==> config.mk <==
export PLATFORM = sky130hd
export DESIGN_NAME = ppm_port_pin_function_mux
export DESIGN_NICKNAME = d
export VERILOG_FILES = /design/src/verilog/ppm_pkg.sv /design/src/verilog/ppm_pin_cell.sv /design/src/verilog/ppm_port_pin_function_mux.sv /design/src/verilog/ppm_rst_sync.sv
export SDC_FILE = /design/constraint.sdc
export NUM_CORES = 1
export LEC_CHECK = 0
export BUFFER_PORTS_ARGS = -buffer_cell sky130_fd_sc_hd__buf_2
export CORE_MARGIN = 1
export CORE_UTILIZATION = 40
export DETAILED_ROUTE_END_ITERATION = 7
export PLACE_DENSITY = 0.71
export SYNTH_ARGS = -nofsm -noshare
export SYNTH_HDL_FRONTEND = slang
export SYNTH_SLANG_ARGS = --single-unit
export TNS_END_PERCENT = 10
==> constraint.sdc <==
create_clock -name clk_i -period 2.05 [get_ports clk_i]
set_input_delay 0.205 -clock clk_i [delete_from_list [all_inputs] [get_ports clk_i]]
set_output_delay 0.205 -clock clk_i [all_outputs]
set_load 0.02 [all_outputs]
==> src/verilog/ppm_pkg.sv <==
`default_nettype none
package ppm_pkg;
    // Port D pins handled here: 0..6; port E pins: 0..1.
    localparam int PPM_D_PINS = 7;
    localparam int PPM_E_PINS = 2;
    localparam int PPM_CS_HI_PINS = 4;
    // Bit positions in the port D peripheral-enable control.
    localparam int PPM_PER_PIN0_BIT = 0;
    localparam int PPM_PER_PIN1_BIT = 1;
    localparam int PPM_PER_CS_LO_BIT = 2;
    localparam int PPM_PER_SER1_BIT = 6;
    // Bit positions in the system pin-select control.
    localparam int PPM_SEL_PIN0_BIT = 4;
    localparam int PPM_SEL_PIN1_BIT = 5;
    localparam int PPM_SEL_WIDTH = 8;
    // Port E serial pin positions.
    localparam int PPM_E_SER0_TX_BIT = 0;
    localparam int PPM_E_SER0_RX_BIT = 1;
    // Reset values.
    localparam logic [6:0] PPM_D_PER_RESET = 7'h40;
    localparam logic [1:0] PPM_E_PER_RESET = 2'h3;
    localparam logic [6:0] PPM_D_PULL_RESET = 7'h7f;
    localparam logic [1:0] PPM_E_PULL_RESET = 2'h3;
    localparam logic [7:0] PPM_SEL_RESET = 8'h00;
    localparam logic PPM_DRIVE_RESET = 1'b0;
    typedef enum logic {
        PPM_SRC_CAN,
        PPM_SRC_CHIP_SELECT
    } ppm_src_type;
endpackage
`default_nettype wire

==> src/verilog/ppm_pin_cell.sv <==
`default_nettype none
module ppm_pin_cell (
    // Clock and reset.
    input wire logic clk_i,
    input wire logic reset_n_i,
    // Selection and sources.
    input wire logic periph_sel_i,
    input wire logic gpio_dir_i,
    input wire logic gpio_data_i,
    input wire logic periph_out_i,
    input wire logic periph_oe_i,
    input wire logic pull_en_i,
    // Registered pad controls.
    output logic pad_out_o,
    output logic pad_oe_o,
    output logic pad_pull_o
);
    // In GPIO mode the direction bit alone decides drive.
    wire logic out_next = periph_sel_i ? periph_out_i : gpio_data_i;
    wire logic oe_next = periph_sel_i ? periph_oe_i : gpio_dir_i;
    // Reset leaves the pad undriven, which makes GPIO an input and a chip select floating.
    always_ff @(posedge clk_i or negedge reset_n_i) begin
        if (!reset_n_i) begin
            pad_out_o <= 1'b0;
            pad_oe_o <= 1'b0;
            pad_pull_o <= 1'b0;
        end else begin
            pad_out_o <= out_next;
            pad_oe_o <= oe_next;
            pad_pull_o <= pull_en_i;
        end
    end
endmodule
`default_nettype wire

==> src/verilog/ppm_port_pin_function_mux.sv <==
`default_nettype none
// Summary of operation
// - Each GPIO pin has its own direction.
// - Port D pin 0 GPIO, enable bit 0.
// - Select bit 4 picks CAN or chip select.
// - Port D pin 1 GPIO, enable bit 1.
// - Select bit 5 picks CAN or chip select.
// - CAN receive function keeps pull-up on.
// - Chip selects come from memory interface decode.
// - Drive-control bit decides idle tri-state.
// - Port D pins 2-5 reset to GPIO.
// - Clearing port D pull bit disables pull-up, except on pin 1 while it is the CAN receive.
// - Serial transmit pins reset to serial function.
// - Clearing port E pull bit disables pull-up.
module ppm_port_pin_function_mux
    import ppm_pkg::*;
(
    // Clock and reset.
    input wire logic clk_i,
    input wire logic reset_n_i,
    // Software control bits.
    input wire logic [PPM_D_PINS-1:0] port_d_peripheral_enable_i,
    input wire logic [PPM_E_PINS-1:0] port_e_peripheral_enable_i,
    input wire logic [PPM_SEL_WIDTH-1:0] system_pin_select_i,
    input wire logic [PPM_D_PINS-1:0] port_d_pullup_control_i,
    input wire logic [PPM_E_PINS-1:0] port_e_pullup_control_i,
    input wire logic idle_drive_control_i,
    input wire logic load_config_i,
    // General-purpose I/O data and direction.
    input wire logic [PPM_D_PINS-1:0] port_d_dir_i,
    input wire logic [PPM_D_PINS-1:0] port_d_data_i,
    input wire logic [PPM_E_PINS-1:0] port_e_dir_i,
    input wire logic [PPM_E_PINS-1:0] port_e_data_i,
    // Peripheral sources.
    input wire logic second_can_transmit_i,
    input wire logic chip_select_two_i,
    input wire logic chip_select_three_i,
    input wire logic [PPM_CS_HI_PINS-1:0] chip_select_hi_i,
    input wire logic external_bus_active_i,
    input wire logic serial0_transmit_i,
    input wire logic serial1_transmit_i,
    // Pads of port D.
    input wire logic [PPM_D_PINS-1:0] port_d_pad_i,
    output logic [PPM_D_PINS-1:0] port_d_pad_o,
    output logic [PPM_D_PINS-1:0] port_d_pad_oe_o,
    output logic [PPM_D_PINS-1:0] port_d_pullup_o,
    // Pads of port E.
    input wire logic [PPM_E_PINS-1:0] port_e_pad_i,
    output logic [PPM_E_PINS-1:0] port_e_pad_o,
    output logic [PPM_E_PINS-1:0] port_e_pad_oe_o,
    output logic [PPM_E_PINS-1:0] port_e_pullup_o,
    // Inputs back to the core.
    output logic second_can_receive_o,
    output logic serial0_receive_o,
    output logic [PPM_D_PINS-1:0] port_d_gpio_in_o,
    output logic [PPM_E_PINS-1:0] port_e_gpio_in_o
);
    logic rst_n;
    logic [PPM_D_PINS-1:0] d_per_reg;
    logic [PPM_E_PINS-1:0] e_per_reg;
    logic [PPM_SEL_WIDTH-1:0] sel_reg;
    logic [PPM_D_PINS-1:0] d_pull_reg;
    logic [PPM_E_PINS-1:0] e_pull_reg;
    logic drive_reg;
    ppm_src_type pin0_src;
    ppm_src_type pin1_src;

    ppm_rst_sync u_rst (
        .clk_i(clk_i),
        .reset_n_i(reset_n_i),
        .reset_n_o(rst_n)
    );

    // Configuration is captured on a load strobe so the pads switch in one cycle.
    always_ff @(posedge clk_i or negedge rst_n) begin
        if (!rst_n) begin
            d_per_reg <= PPM_D_PER_RESET;
            e_per_reg <= PPM_E_PER_RESET;
            sel_reg <= PPM_SEL_RESET;
            d_pull_reg <= PPM_D_PULL_RESET;
            e_pull_reg <= PPM_E_PULL_RESET;
            drive_reg <= PPM_DRIVE_RESET;
        end else if (load_config_i) begin
            d_per_reg <= port_d_peripheral_enable_i;
            e_per_reg <= port_e_peripheral_enable_i;
            sel_reg <= system_pin_select_i;
            d_pull_reg <= port_d_pullup_control_i;
            e_pull_reg <= port_e_pullup_control_i;
            drive_reg <= idle_drive_control_i;
        end
    end

    assign pin0_src = sel_reg[PPM_SEL_PIN0_BIT] ? PPM_SRC_CHIP_SELECT : PPM_SRC_CAN;
    assign pin1_src = sel_reg[PPM_SEL_PIN1_BIT] ? PPM_SRC_CHIP_SELECT : PPM_SRC_CAN;

    // Chip selects float while the bus is idle unless the drive bit is set.
    wire logic cs_oe = external_bus_active_i | drive_reg;

    // Open-drain CAN transmit: drive only when pulling low.
    wire logic pin0_out = (pin0_src == PPM_SRC_CAN) ? 1'b0 : chip_select_two_i;
    wire logic pin0_oe = (pin0_src == PPM_SRC_CAN) ? ~second_can_transmit_i : cs_oe;
    wire logic pin1_out = chip_select_three_i;
    wire logic pin1_oe = (pin1_src == PPM_SRC_CAN) ? 1'b0 : cs_oe;

    wire logic [PPM_D_PINS-1:0] d_per_out;
    wire logic [PPM_D_PINS-1:0] d_per_oe;
    wire logic [PPM_D_PINS-1:0] d_pull;
    assign d_per_out = {serial1_transmit_i, chip_select_hi_i, pin1_out, pin0_out};
    assign d_per_oe = {1'b1, {PPM_CS_HI_PINS{cs_oe}}, pin1_oe, pin0_oe};
    // The CAN receive pull-up stays on whatever the pull register says.
    wire logic can_rx_pull = d_per_reg[PPM_PER_PIN1_BIT] & (pin1_src == PPM_SRC_CAN);
    assign d_pull = d_pull_reg | {{(PPM_D_PINS-2){1'b0}}, can_rx_pull, 1'b0};

    wire logic [PPM_E_PINS-1:0] e_per_out;
    wire logic [PPM_E_PINS-1:0] e_per_oe;
    assign e_per_out = {1'b0, serial0_transmit_i};
    assign e_per_oe = {1'b0, 1'b1};

    genvar g;
    generate
        for (g = 0; g < PPM_D_PINS; g++) begin : gen_d
            ppm_pin_cell u_cell (
                .clk_i(clk_i),
                .reset_n_i(rst_n),
                .periph_sel_i(d_per_reg[g]),
                .gpio_dir_i(port_d_dir_i[g]),
                .gpio_data_i(port_d_data_i[g]),
                .periph_out_i(d_per_out[g]),
                .periph_oe_i(d_per_oe[g]),
                .pull_en_i(d_pull[g]),
                .pad_out_o(port_d_pad_o[g]),
                .pad_oe_o(port_d_pad_oe_o[g]),
                .pad_pull_o(port_d_pullup_o[g])
            );
        end
        for (g = 0; g < PPM_E_PINS; g++) begin : gen_e
            ppm_pin_cell u_cell (
                .clk_i(clk_i),
                .reset_n_i(rst_n),
                .periph_sel_i(e_per_reg[g]),
                .gpio_dir_i(port_e_dir_i[g]),
                .gpio_data_i(port_e_data_i[g]),
                .periph_out_i(e_per_out[g]),
                .periph_oe_i(e_per_oe[g]),
                .pull_en_i(e_pull_reg[g]),
                .pad_out_o(port_e_pad_o[g]),
                .pad_oe_o(port_e_pad_oe_o[g]),
                .pad_pull_o(port_e_pullup_o[g])
            );
        end
    endgenerate

    // Pad inputs are routed back registered; a peripheral-owned pin reads zero as GPIO.
    always_ff @(posedge clk_i or negedge rst_n) begin
        if (!rst_n) begin
            second_can_receive_o <= 1'b1;
            serial0_receive_o <= 1'b1;
            port_d_gpio_in_o <= '0;
            port_e_gpio_in_o <= '0;
        end else begin
            second_can_receive_o <= (d_per_reg[PPM_PER_PIN1_BIT] && pin1_src == PPM_SRC_CAN)
                ? port_d_pad_i[PPM_PER_PIN1_BIT] : 1'b1;
            serial0_receive_o <= e_per_reg[PPM_E_SER0_RX_BIT]
                ? port_e_pad_i[PPM_E_SER0_RX_BIT] : 1'b1;
            port_d_gpio_in_o <= port_d_pad_i & ~d_per_reg;
            port_e_gpio_in_o <= port_e_pad_i & ~e_per_reg;
        end
    end
endmodule
`default_nettype wire

==> src/verilog/ppm_rst_sync.sv <==
`default_nettype none
module ppm_rst_sync (
    // Clock and raw reset.
    input wire logic clk_i,
    input wire logic reset_n_i,
    // Released reset.
    output logic reset_n_o
);
    logic stage_reg;
    always_ff @(posedge clk_i or negedge reset_n_i) begin
        if (!reset_n_i) begin
            stage_reg <= 1'b0;
            reset_n_o <= 1'b0;
        end else begin
            stage_reg <= 1'b1;
            reset_n_o <= stage_reg;
        end
    end
endmodule
`default_nettype wire
==> results of run 1 <==
-- synthesized netlist by cell type (all sizes together) (2+ instances only) --
cell type	n
a21oi	4
buf	29
dfrtp	47
dfstp	14
inv	3
mux2	27
nand2	2
nand2b	2
nor2	5
nor2b	12
o21ai	2
or2	2
-- layout by cell type (no fill, tap or decap), drive strengths merged --
cell,n
dfstp,14
buf,100
o22ai,1
o21ai,2
mux2,27
nand3,1
nor2,5
dfrtp,47
clkinv,4
or2,2
nand2b,2
nand3b,1
or3b,1
clkbuf,11
a21oi,4
dlygate4sd3,1
conb,1
a31o,1
nand2,2
inv,3
nor2b,12
a21o,1
bufinv,1
-- per-stage QoR --
stage	std cells	instance area (sq um)	utilization	power, W	setup slack [ns]
floorplan	156	2280	-	0.00168	0.250
global placement	299	2680	0.486	0.00175	0.894
detailed placement	299	2680	0.486	0.00177	0.856
CTS	316	2880	0.522	0.00281	0.837
global route	316	2880	0.522	0.00290	0.820
finish	316	2880	0.522	0.00276	0.858
-- path summary, 6_finish.rpt --
path                                                 endpoint  slack [ns]  cells past startpoint
setup / recovery                            serial0_receive_o        0.86                      1
hold / removal             gen_d[6].u_cell.pad_oe_o$_DFF_PN0_        0.06                      2
setup reg to reg           gen_d[0].u_cell.pad_oe_o$_DFF_PN0_        0.97                      2
hold reg to reg                 port_d_gpio_in_o[2]$_DFF_PN0_        0.25                      0
max in group asynchronous      second_can_receive_o$_DFF_PN1_        1.20                      1
min in group asynchronous           u_rst.stage_reg$_DFF_PN0_        0.19                      2
-- power groups by stage --
stage	logic, W	registers, W	clock network [W]
final	0.000342	0.00140	0.00102
after global routing	0.000372	0.00141	0.00111
after CTS	0.000350	0.00140	0.00106
after detailed placement	0.000348	0.00142	0
after global placement	0.000340	0.00141	0
after floorplan	0.000245	0.00144	0
-- routing by layer --
| metal | GRT usage | share of wire |
|---|---|---|
| met3 | 0.0518 | 0.083 |
| met1 | 0.159 | 0.39 |
| met4 | 0.0906 | 0.022 |
| met2 | 0.233 | 0.50 |
| met5 | 0 | 0 |
-- cell families after synthesis --
logic type	Yosys count
and+or+nand+nor	26
muxes	27
other	1
DFF	61
buffers and inverters	32
AOI/OAI and AO/OA	9
-- timing repair --
| action | 4_1_cts | 5_1_grt |
|---|---|---|
| hold buffers | 1 | 0 |
| endpoints found under the hold margin | 2 | 0 |
| endpoints found under the setup margin | 0 | 0 |
-- area by class of cell --
type | instances | area, sq um
clock buffers | 11 | 141
clock inverters | 5 | 50.0
fillers | 499 | 2630
inverters | 3 | 11.3
multi-input cells | 63 | 510
flip-flops and latches | 61 | 1550
well taps | 72 | 90.1
repair buffers | 101 | 528
==> flow_summary.json, run 1 <==
{
  "outcome": "complete, but fails checks",
  "violations": "design-rule violations",
  "worstPathMaxFanout": 1,
  "clkPwrFrac": 0.369,
  "powerDensity_nw_per_um2": 958,
  "hp-class": "primary input to flip-flop",
  "clk_pin_slew_worst_paths_ns": 0.07,
  "worstSetupEndpointType": "output port",
  "ant_nets": 0,
  "vias_per_cell": 4.33,
  "wl_um": 3850,
  "crit_type": "flip-flop to output port",
  "cts_setup_buffers": 0,
  "clk_path_buf_depth": 2,
  "skew_ns": 0.00725,
  "ir_worst_vdd_mv": 0.582,
  "hpwlAfterDp_um": 2800,
  "p_int_w": 0.00208,
  "gp_congestion": 0.709,
  "grt_max_degree": 28,
  "path_delay_family": "flip-flops",
  "synth_edf_count": 0,
  "startpoint": "serial0_receive_o$_DFF_PN1_",
  "ys.flop_type": "dfrtp_1",
  "synth_top_area_frac": 0.515,
  "routedWlPerCell_um": 12.2,
  "fin_crit_ns": 1.19,
  "crit_chain": "buf_2",
  "required_ns": 1.85,
  "synth_area_leader_cell": "dfrtp_1",
  "synthXorXnorAreaFrac": 0,
  "slew_viol_final": 0,
  "rows": 27,
  "maxCapViolations": 0,
  "nNetsFinal": 306,
  "first_pass_iters": 5,
  "chipHeight_um": 77.6,
  "io_buffers": 98,
  "synth.area.top_cells": "dfrtp_1 (52%), dfstp_2 (16%), mux2_1 (10%), buf_4 (9.5%), nor2b_1 (3.3%)",
  "synth_top_family_by_area": "multiplexers",
  "grt_pass1_wl_um": 6210,
  "synth-adder-area-share": 0,
  "reg2reg_from": "drive_reg$_DFFE_PN0P_",
  "worst_pin_slew_ns": 0.555,
  "synth.area.mux_share": 0.133,
  "antenna_cells": 0,
  "clk_latency_ns": 0.33,
  "timing.final.hold_violations": 0,
  "num_vias": 1367,
  "fmax_mhz": 839,
  "p_switching_w": 0.000677,
  "rsz0062_at_grt": "false",
  "grt_remaining_overflow": 0,
  "synth_cell_type_count": 22,
  "ys_seq_area_frac": 0.676,
  "yosys.area_share.simple": 0.0658,
  "syn-cell-area_sq_um": 2280,
  "grt_usage": 0.143,
  "max_stage_delay_ns": 0.51,
  "whs_ns": 0.0628,
  "pwr-share-seq": 0.506,
  "arrival_ns": 0.99,
  "dieWidth_um": 77.6,
  "core_area_sq_um": 5510,
  "finalCritPeriodShare": 0.581,
  "async_flop_share": 1.00,
  "synth_nets": 223,
  "synth_compound_area_frac": 0.0230,
  "cts_inserted_buffers": 9,
  "cts.sinks": 61,
  "cts-root-buf": "clkbuf_8",
  "slowest_stage": "dfstp_2",
  "boundaryPins": 105,
  "synth_warnings": 0,
  "syn_avg_cell_area_sq_um": 14.6,
  "drive_gt1_frac": 0.570,
  "p_leak_nw": 1.41,
  "dieArea_sq_um": 6010,
  "critPathBufInv": 1,
  "min-delay-start": "port_d_dir_i[6]",
  "relSlewSlack": 0.630,
  "cts_tree": "yes",
  "syn_to_final_growth_pct": 26.0,
  "drc": 2,
  "grt_pass1_vias": 1369,
  "drt-initial-drc-count": 38,
  "start_kind": "flip-flop",
  "synthCells": 156,
  "ys_ff_latch": 61,
  "initial_core_util": 0.415,
  "power_frac_comb": 0.124,
  "htree_levels": 3,
  "switching_share": 0.246,
  "ctsResizeCount": 0,
  "antenna_found_initial": 0,
  "fin_tns_setup_ns": 0,
  "setup_viol": 0
}
(Power assumes the default switching activity.)
==> inputs of run 2 (changes only) <==
- clock period: 2.05 -> 1.15 ns (I/O delays scaled with it)
==> flow_summary.json, run 2 (synthesis results as in run 1) <==
{
  "grt_pass1_wl_um": 6510,
  "drc": 0,
  "mostFrequentLayoutCell": "buf_2",
  "rows": 27,
  "start_kind": "flip-flop",
  "grt_pass1_vias": 1488,
  "crit_chain": "buf_2",
  "whs_ns": 0.0148,
  "slowest_stage": "dfstp_2",
  "fin_tns_setup_ns": 0,
  "ir_worst_vdd_mv": 0.889,
  "gp_congestion": 0.659,
  "place_inst": 301,
  "worstHoldPathCells": 2,
  "routedWlPerCell_um": 11.8,
  "skew_ns": 0.0103,
  "grt_remaining_overflow": 0,
  "drive_gt1_frac": 0.517,
  "clk_latency_ns": 0.33,
  "setup_viol": 0,
  "cts_tree": "yes",
  "first_pass_iters": 4,
  "chipHeight_um": 77.6,
  "slew_viol_final": 0,
  "rsz0062_at_grt": "false",
  "path_delay_family": "flip-flops",
  "nNetsFinal": 332,
  "max_stage_delay_ns": 0.51,
  "num_vias": 1471,
  "timing.final.hold_violations": 0,
  "outcome": "finished, final reports clean",
  "hold_path_end": "d_per_reg[1]$_DFFE_PN0P_",
  "r2r_setup_slack_ns": 0.08,
  "min-delay-start": "port_d_peripheral_enable_i[1]",
  "htree_levels": 3,
  "post-route-util": 0.569,
  "fin_crit_ns": 1.09,
  "worstSetupEndpointType": "output port",
  "io_buffers": 98,
  "grt_usage": 0.147,
  "initial_core_util": 0.415,
  "drt-initial-drc-count": 30,
  "clk_pin_slew_worst_paths_ns": 0.06,
  "ant_nets": 0,
  "antenna_found_initial": 0,
  "maxCapViolations": 0,
  "cts.sinks": 61,
  "wl_um": 4040,
  "cts_inserted_buffers": 9,
  "powerDensity_nw_per_um2": 1530,
  "r2r-end": "gen_d[0].u_cell.pad_oe_o$_DFF_PN0_",
  "final_cells": 341,
  "dieArea_sq_um": 6010,
  "boundaryPins": 105,
  "antenna_cells": 0,
  "final_cell_mix": "buf_2 (98), dfrtp_1 (46), dlygate4sd3_1 (25)",
  "finalCritPeriodShare": 0.946,
  "arrival_ns": 0.97,
  "clk_path_buf_depth": 2,
  "core_area_sq_um": 5510,
  "reg2reg_from": "drive_reg$_DFFE_PN0P_",
  "cts-root-buf": "clkbuf_8",
  "worstPathMaxFanout": 1,
  "p_leak_nw": 1.52,
  "hp-class": "primary input to flip-flop",
  "dieWidth_um": 77.6,
  "rr_worst_depth": 2,
  "vias_per_cell": 4.31,
  "hpwlAfterDp_um": 2730,
  "critPathBufInv": 1,
  "fmax_mhz": 919,
  "syn_to_final_growth_pct": 37.3,
  "required_ns": 1.03,
  "grt_max_degree": 24,
  "crit_type": "flip-flop to output port"
}
-- run 2: layer usage --
layer	track usage	part of all wire	up-vias
met3	0.0400	0.058	13
li1	-	-	705
met4	0.109	0.034	0
met2	0.242	0.48	61
met1	0.160	0.43	692
met5	0	0	-
-- run 2: how the worst max path moves through the flow --
stage / startpoint / endpoint / slack, ns / cells after the start
finish: serial0_receive_o$_DFF_PN1_ / serial0_receive_o / 0.06 / 1
global route: drive_reg$_DFFE_PN0P_ / gen_d[0].u_cell.pad_oe_o$_DFF_PN0_ / 0.02 / 2
CTS: second_can_receive_o$_DFF_PN1_ / second_can_receive_o / 0.04 / 1
detailed placement: drive_reg$_DFFE_PN0P_ / gen_d[0].u_cell.pad_oe_o$_DFF_PN0_ / 0.09 / 2
global placement: drive_reg$_DFFE_PN0P_ / gen_d[0].u_cell.pad_oe_o$_DFF_PN0_ / 0.1 / 2
floorplan: u_rst.reset_n_o$_DFF_PN0_ / d_per_reg[0]$_DFFE_PN0P_ / 0.11 / 0
-- run 2: repair_timing --
item                                    CTS  global route
buffers inserted                          0             0
hold buffers                             24             1
endpoints found under the hold margin    25             1
gates resized for setup                   0             0
endpoints found under the setup margin    0             0
-- run 2: stage by stage --
step / setup slack (ns) / cell area (sq um) / total power [W]
finish: 0.0620 / 3130 / 0.00479
CTS: 0.0391 / 3120 / 0.00487
floorplan: 0.114 / 2280 / 0.00300
global placement: 0.0970 / 2720 / 0.00315
detailed placement: 0.0890 / 2720 / 0.00317
global route: 0.0162 / 3130 / 0.00504
-- run 2: final cells by class --
cell class / count / area (sq um)
multi-input combinational: 63 / 510
tap: 72 / 90.1
clock inverter: 2 / 10.0
sequential: 61 / 1550
inverter: 3 / 11.3
timing repair buffer: 127 / 808
fill: 461 / 2370
clock buffer: 13 / 159
-- run 2: where the power goes --
| group | switching [W] | internal [W] |
|---|---|---|
| Sequential | 0.000101 | 0.00238 |
| Combinational | 0.000354 | 0.000346 |
| Clock | 0.000728 | 0.000881 |
==> inputs of run 3 (changes only) <==
- CORE_UTILIZATION: 40 -> 46
- PLACE_DENSITY: 0.71 -> 0.8
==> flow_summary.json, run 3 (synthesis results as in run 1) <==
{
  "powerDensity_nw_per_um2": 1650,
  "start_kind": "flip-flop",
  "cts-root-buf": "clkbuf_8",
  "syn_to_final_growth_pct": 47.0,
  "final_cell_mix": "buf_2 (98), dfrtp_1 (46), dlygate4sd3_1 (42)",
  "num_vias": 1575,
  "wl_um": 4710,
  "grt_remaining_overflow": 0,
  "min-delay-start": "port_e_pad_i[0]",
  "maxCapViolations": 0,
  "initial_core_util": 0.480,
  "startpoint": "second_can_receive_o$_DFF_PN1_",
  "p_leak_nw": 1.62,
  "max_stage_delay_ns": 0.51,
  "nNetsFinal": 349,
  "rows": 25,
  "clk_pin_slew_worst_paths_ns": 0.06,
  "core_area_sq_um": 4750,
  "whs_ns": 0.0135,
  "finalCritPeriodShare": 0.960,
  "dpl_cell_area_sq_um": 2700,
  "critPathBufInv": 1,
  "io_buffers": 98,
  "timing.final.hold_violations": 0,
  "grt_util_met2": 0.364,
  "mostFrequentLayoutCell": "buf_2",
  "crit_chain": "buf_2",
  "hp-class": "primary input to flip-flop",
  "fin_crit_ns": 1.10,
  "fmax_mhz": 906,
  "slowest_stage": "dfstp_2",
  "ctsResizeCount": 0,
  "setup_viol": 0,
  "ant_nets": 0,
  "htree_levels": 3,
  "hpwlAfterDp_um": 2760,
  "path_delay_family": "flip-flops",
  "cts.sinks": 61,
  "ir_worst_vdd_mv": 1.36,
  "outcome": "finished, final reports clean",
  "dieWidth_um": 72.5,
  "cts_inserted_buffers": 9,
  "drive_gt1_frac": 0.488,
  "r2r_setup_slack_ns": 0.05,
  "cts_tree": "yes",
  "worstPathMaxFanout": 1,
  "grt_pass1_vias": 1686,
  "reg2reg_from": "drive_reg$_DFFE_PN0P_",
  "first_pass_iters": 4,
  "fin_tns_setup_ns": 0,
  "power_w": 0.00552,
  "vias_per_cell": 4.45,
  "post-route-util": 0.706,
  "final_cell_area_sq_um": 3360,
  "arrival_ns": 0.99,
  "drc": 0,
  "rsz0062_at_grt": "false",
  "cts_setup_buffers": 0,
  "use_met3": 0.0514,
  "grt_usage": 0.201,
  "slew_viol_final": 0,
  "cts_hold_buf": 42,
  "gp_congestion": 0.696,
  "antenna_found_initial": 0,
  "drt-initial-drc-count": 65,
  "skew_ns": 0.00873,
  "grt_max_degree": 39,
  "clk_path_buf_depth": 2,
  "crit_type": "flip-flop to output port",
  "clk_latency_ns": 0.33,
  "antenna_cells": 0,
  "dieArea_sq_um": 5250,
  "routedWlPerCell_um": 13.3,
  "grt_pass1_wl_um": 7490,
  "num-fill-cells": 332,
  "required_ns": 1.03,
  "top_usage_layer": "met2",
  "chipHeight_um": 72.5,
  "worstSetupEndpointType": "output port",
  "boundaryPins": 105,
  "grt_util_met1": 0.203
}
-- run 3: cell types whose count changed in the layout (fill, tap and decap cells not counted) --
cell           change
clkinv_2           -1
bufinv_16          +3
buf_12             -1
buf_4              +1
clkbuf_8           -1
dlygate4sd3_1     +17
-- run 3: path summary, 6_finish.rpt --
check                      depth (start not counted)                                    to
max                                                1                  second_can_receive_o
min                                                2         port_e_gpio_in_o[0]$_DFF_PN0_
max reg2reg                                        2    gen_d[0].u_cell.pad_oe_o$_DFF_PN0_
min reg2reg                                        1  gen_d[6].u_cell.pad_pull_o$_DFF_PN0_
max in group asynchronous                          1             d_pull_reg[0]$_DFFE_PN1P_
min in group asynchronous                          2             u_rst.reset_n_o$_DFF_PN0_
-- run 3: layout make-up --
type / instances / area [sq um] / area share
Clock buffer: 12 / 145 / 0.0432
Inverter: 3 / 11.3 / 0.00335
Clock inverter: 4 / 95.1 / 0.0283
Sequential cell: 61 / 1550 / 0.460
Timing Repair Buffer: 144 / 966 / 0.288
Multi-Input combinational cell: 63 / 510 / 0.152
Tap cell: 67 / 83.8 / 0.0250
-- run 3: layer usage --
metal / routed length (um) / up-vias
met2: 2610 / 61
met1: 1770 / 769
li1: - / 736
met4: 97 / 0
met5: 0 / -
met3: 236 / 9
-- run 3: metrics by stage --
step / setup WS (ns) / std cells
floorplan: 0.114 / 156
global placement: 0.107 / 296
detailed placement: 0.0584 / 296
CTS: 0.0276 / 354
global route: 0.00650 / 354
finish: 0.0465 / 354
-- run 3: power by group --
| group | switching, W | total [W] | internal (W) |
|---|---|---|---|
| Clock | 0.000783 | 0.00228 | 0.00150 |
| Sequential | 0.0000990 | 0.00248 | 0.00238 |
| Combinational | 0.000380 | 0.000759 | 0.000380 |
| Total | 0.00126 | 0.00552 | 0.00426 |
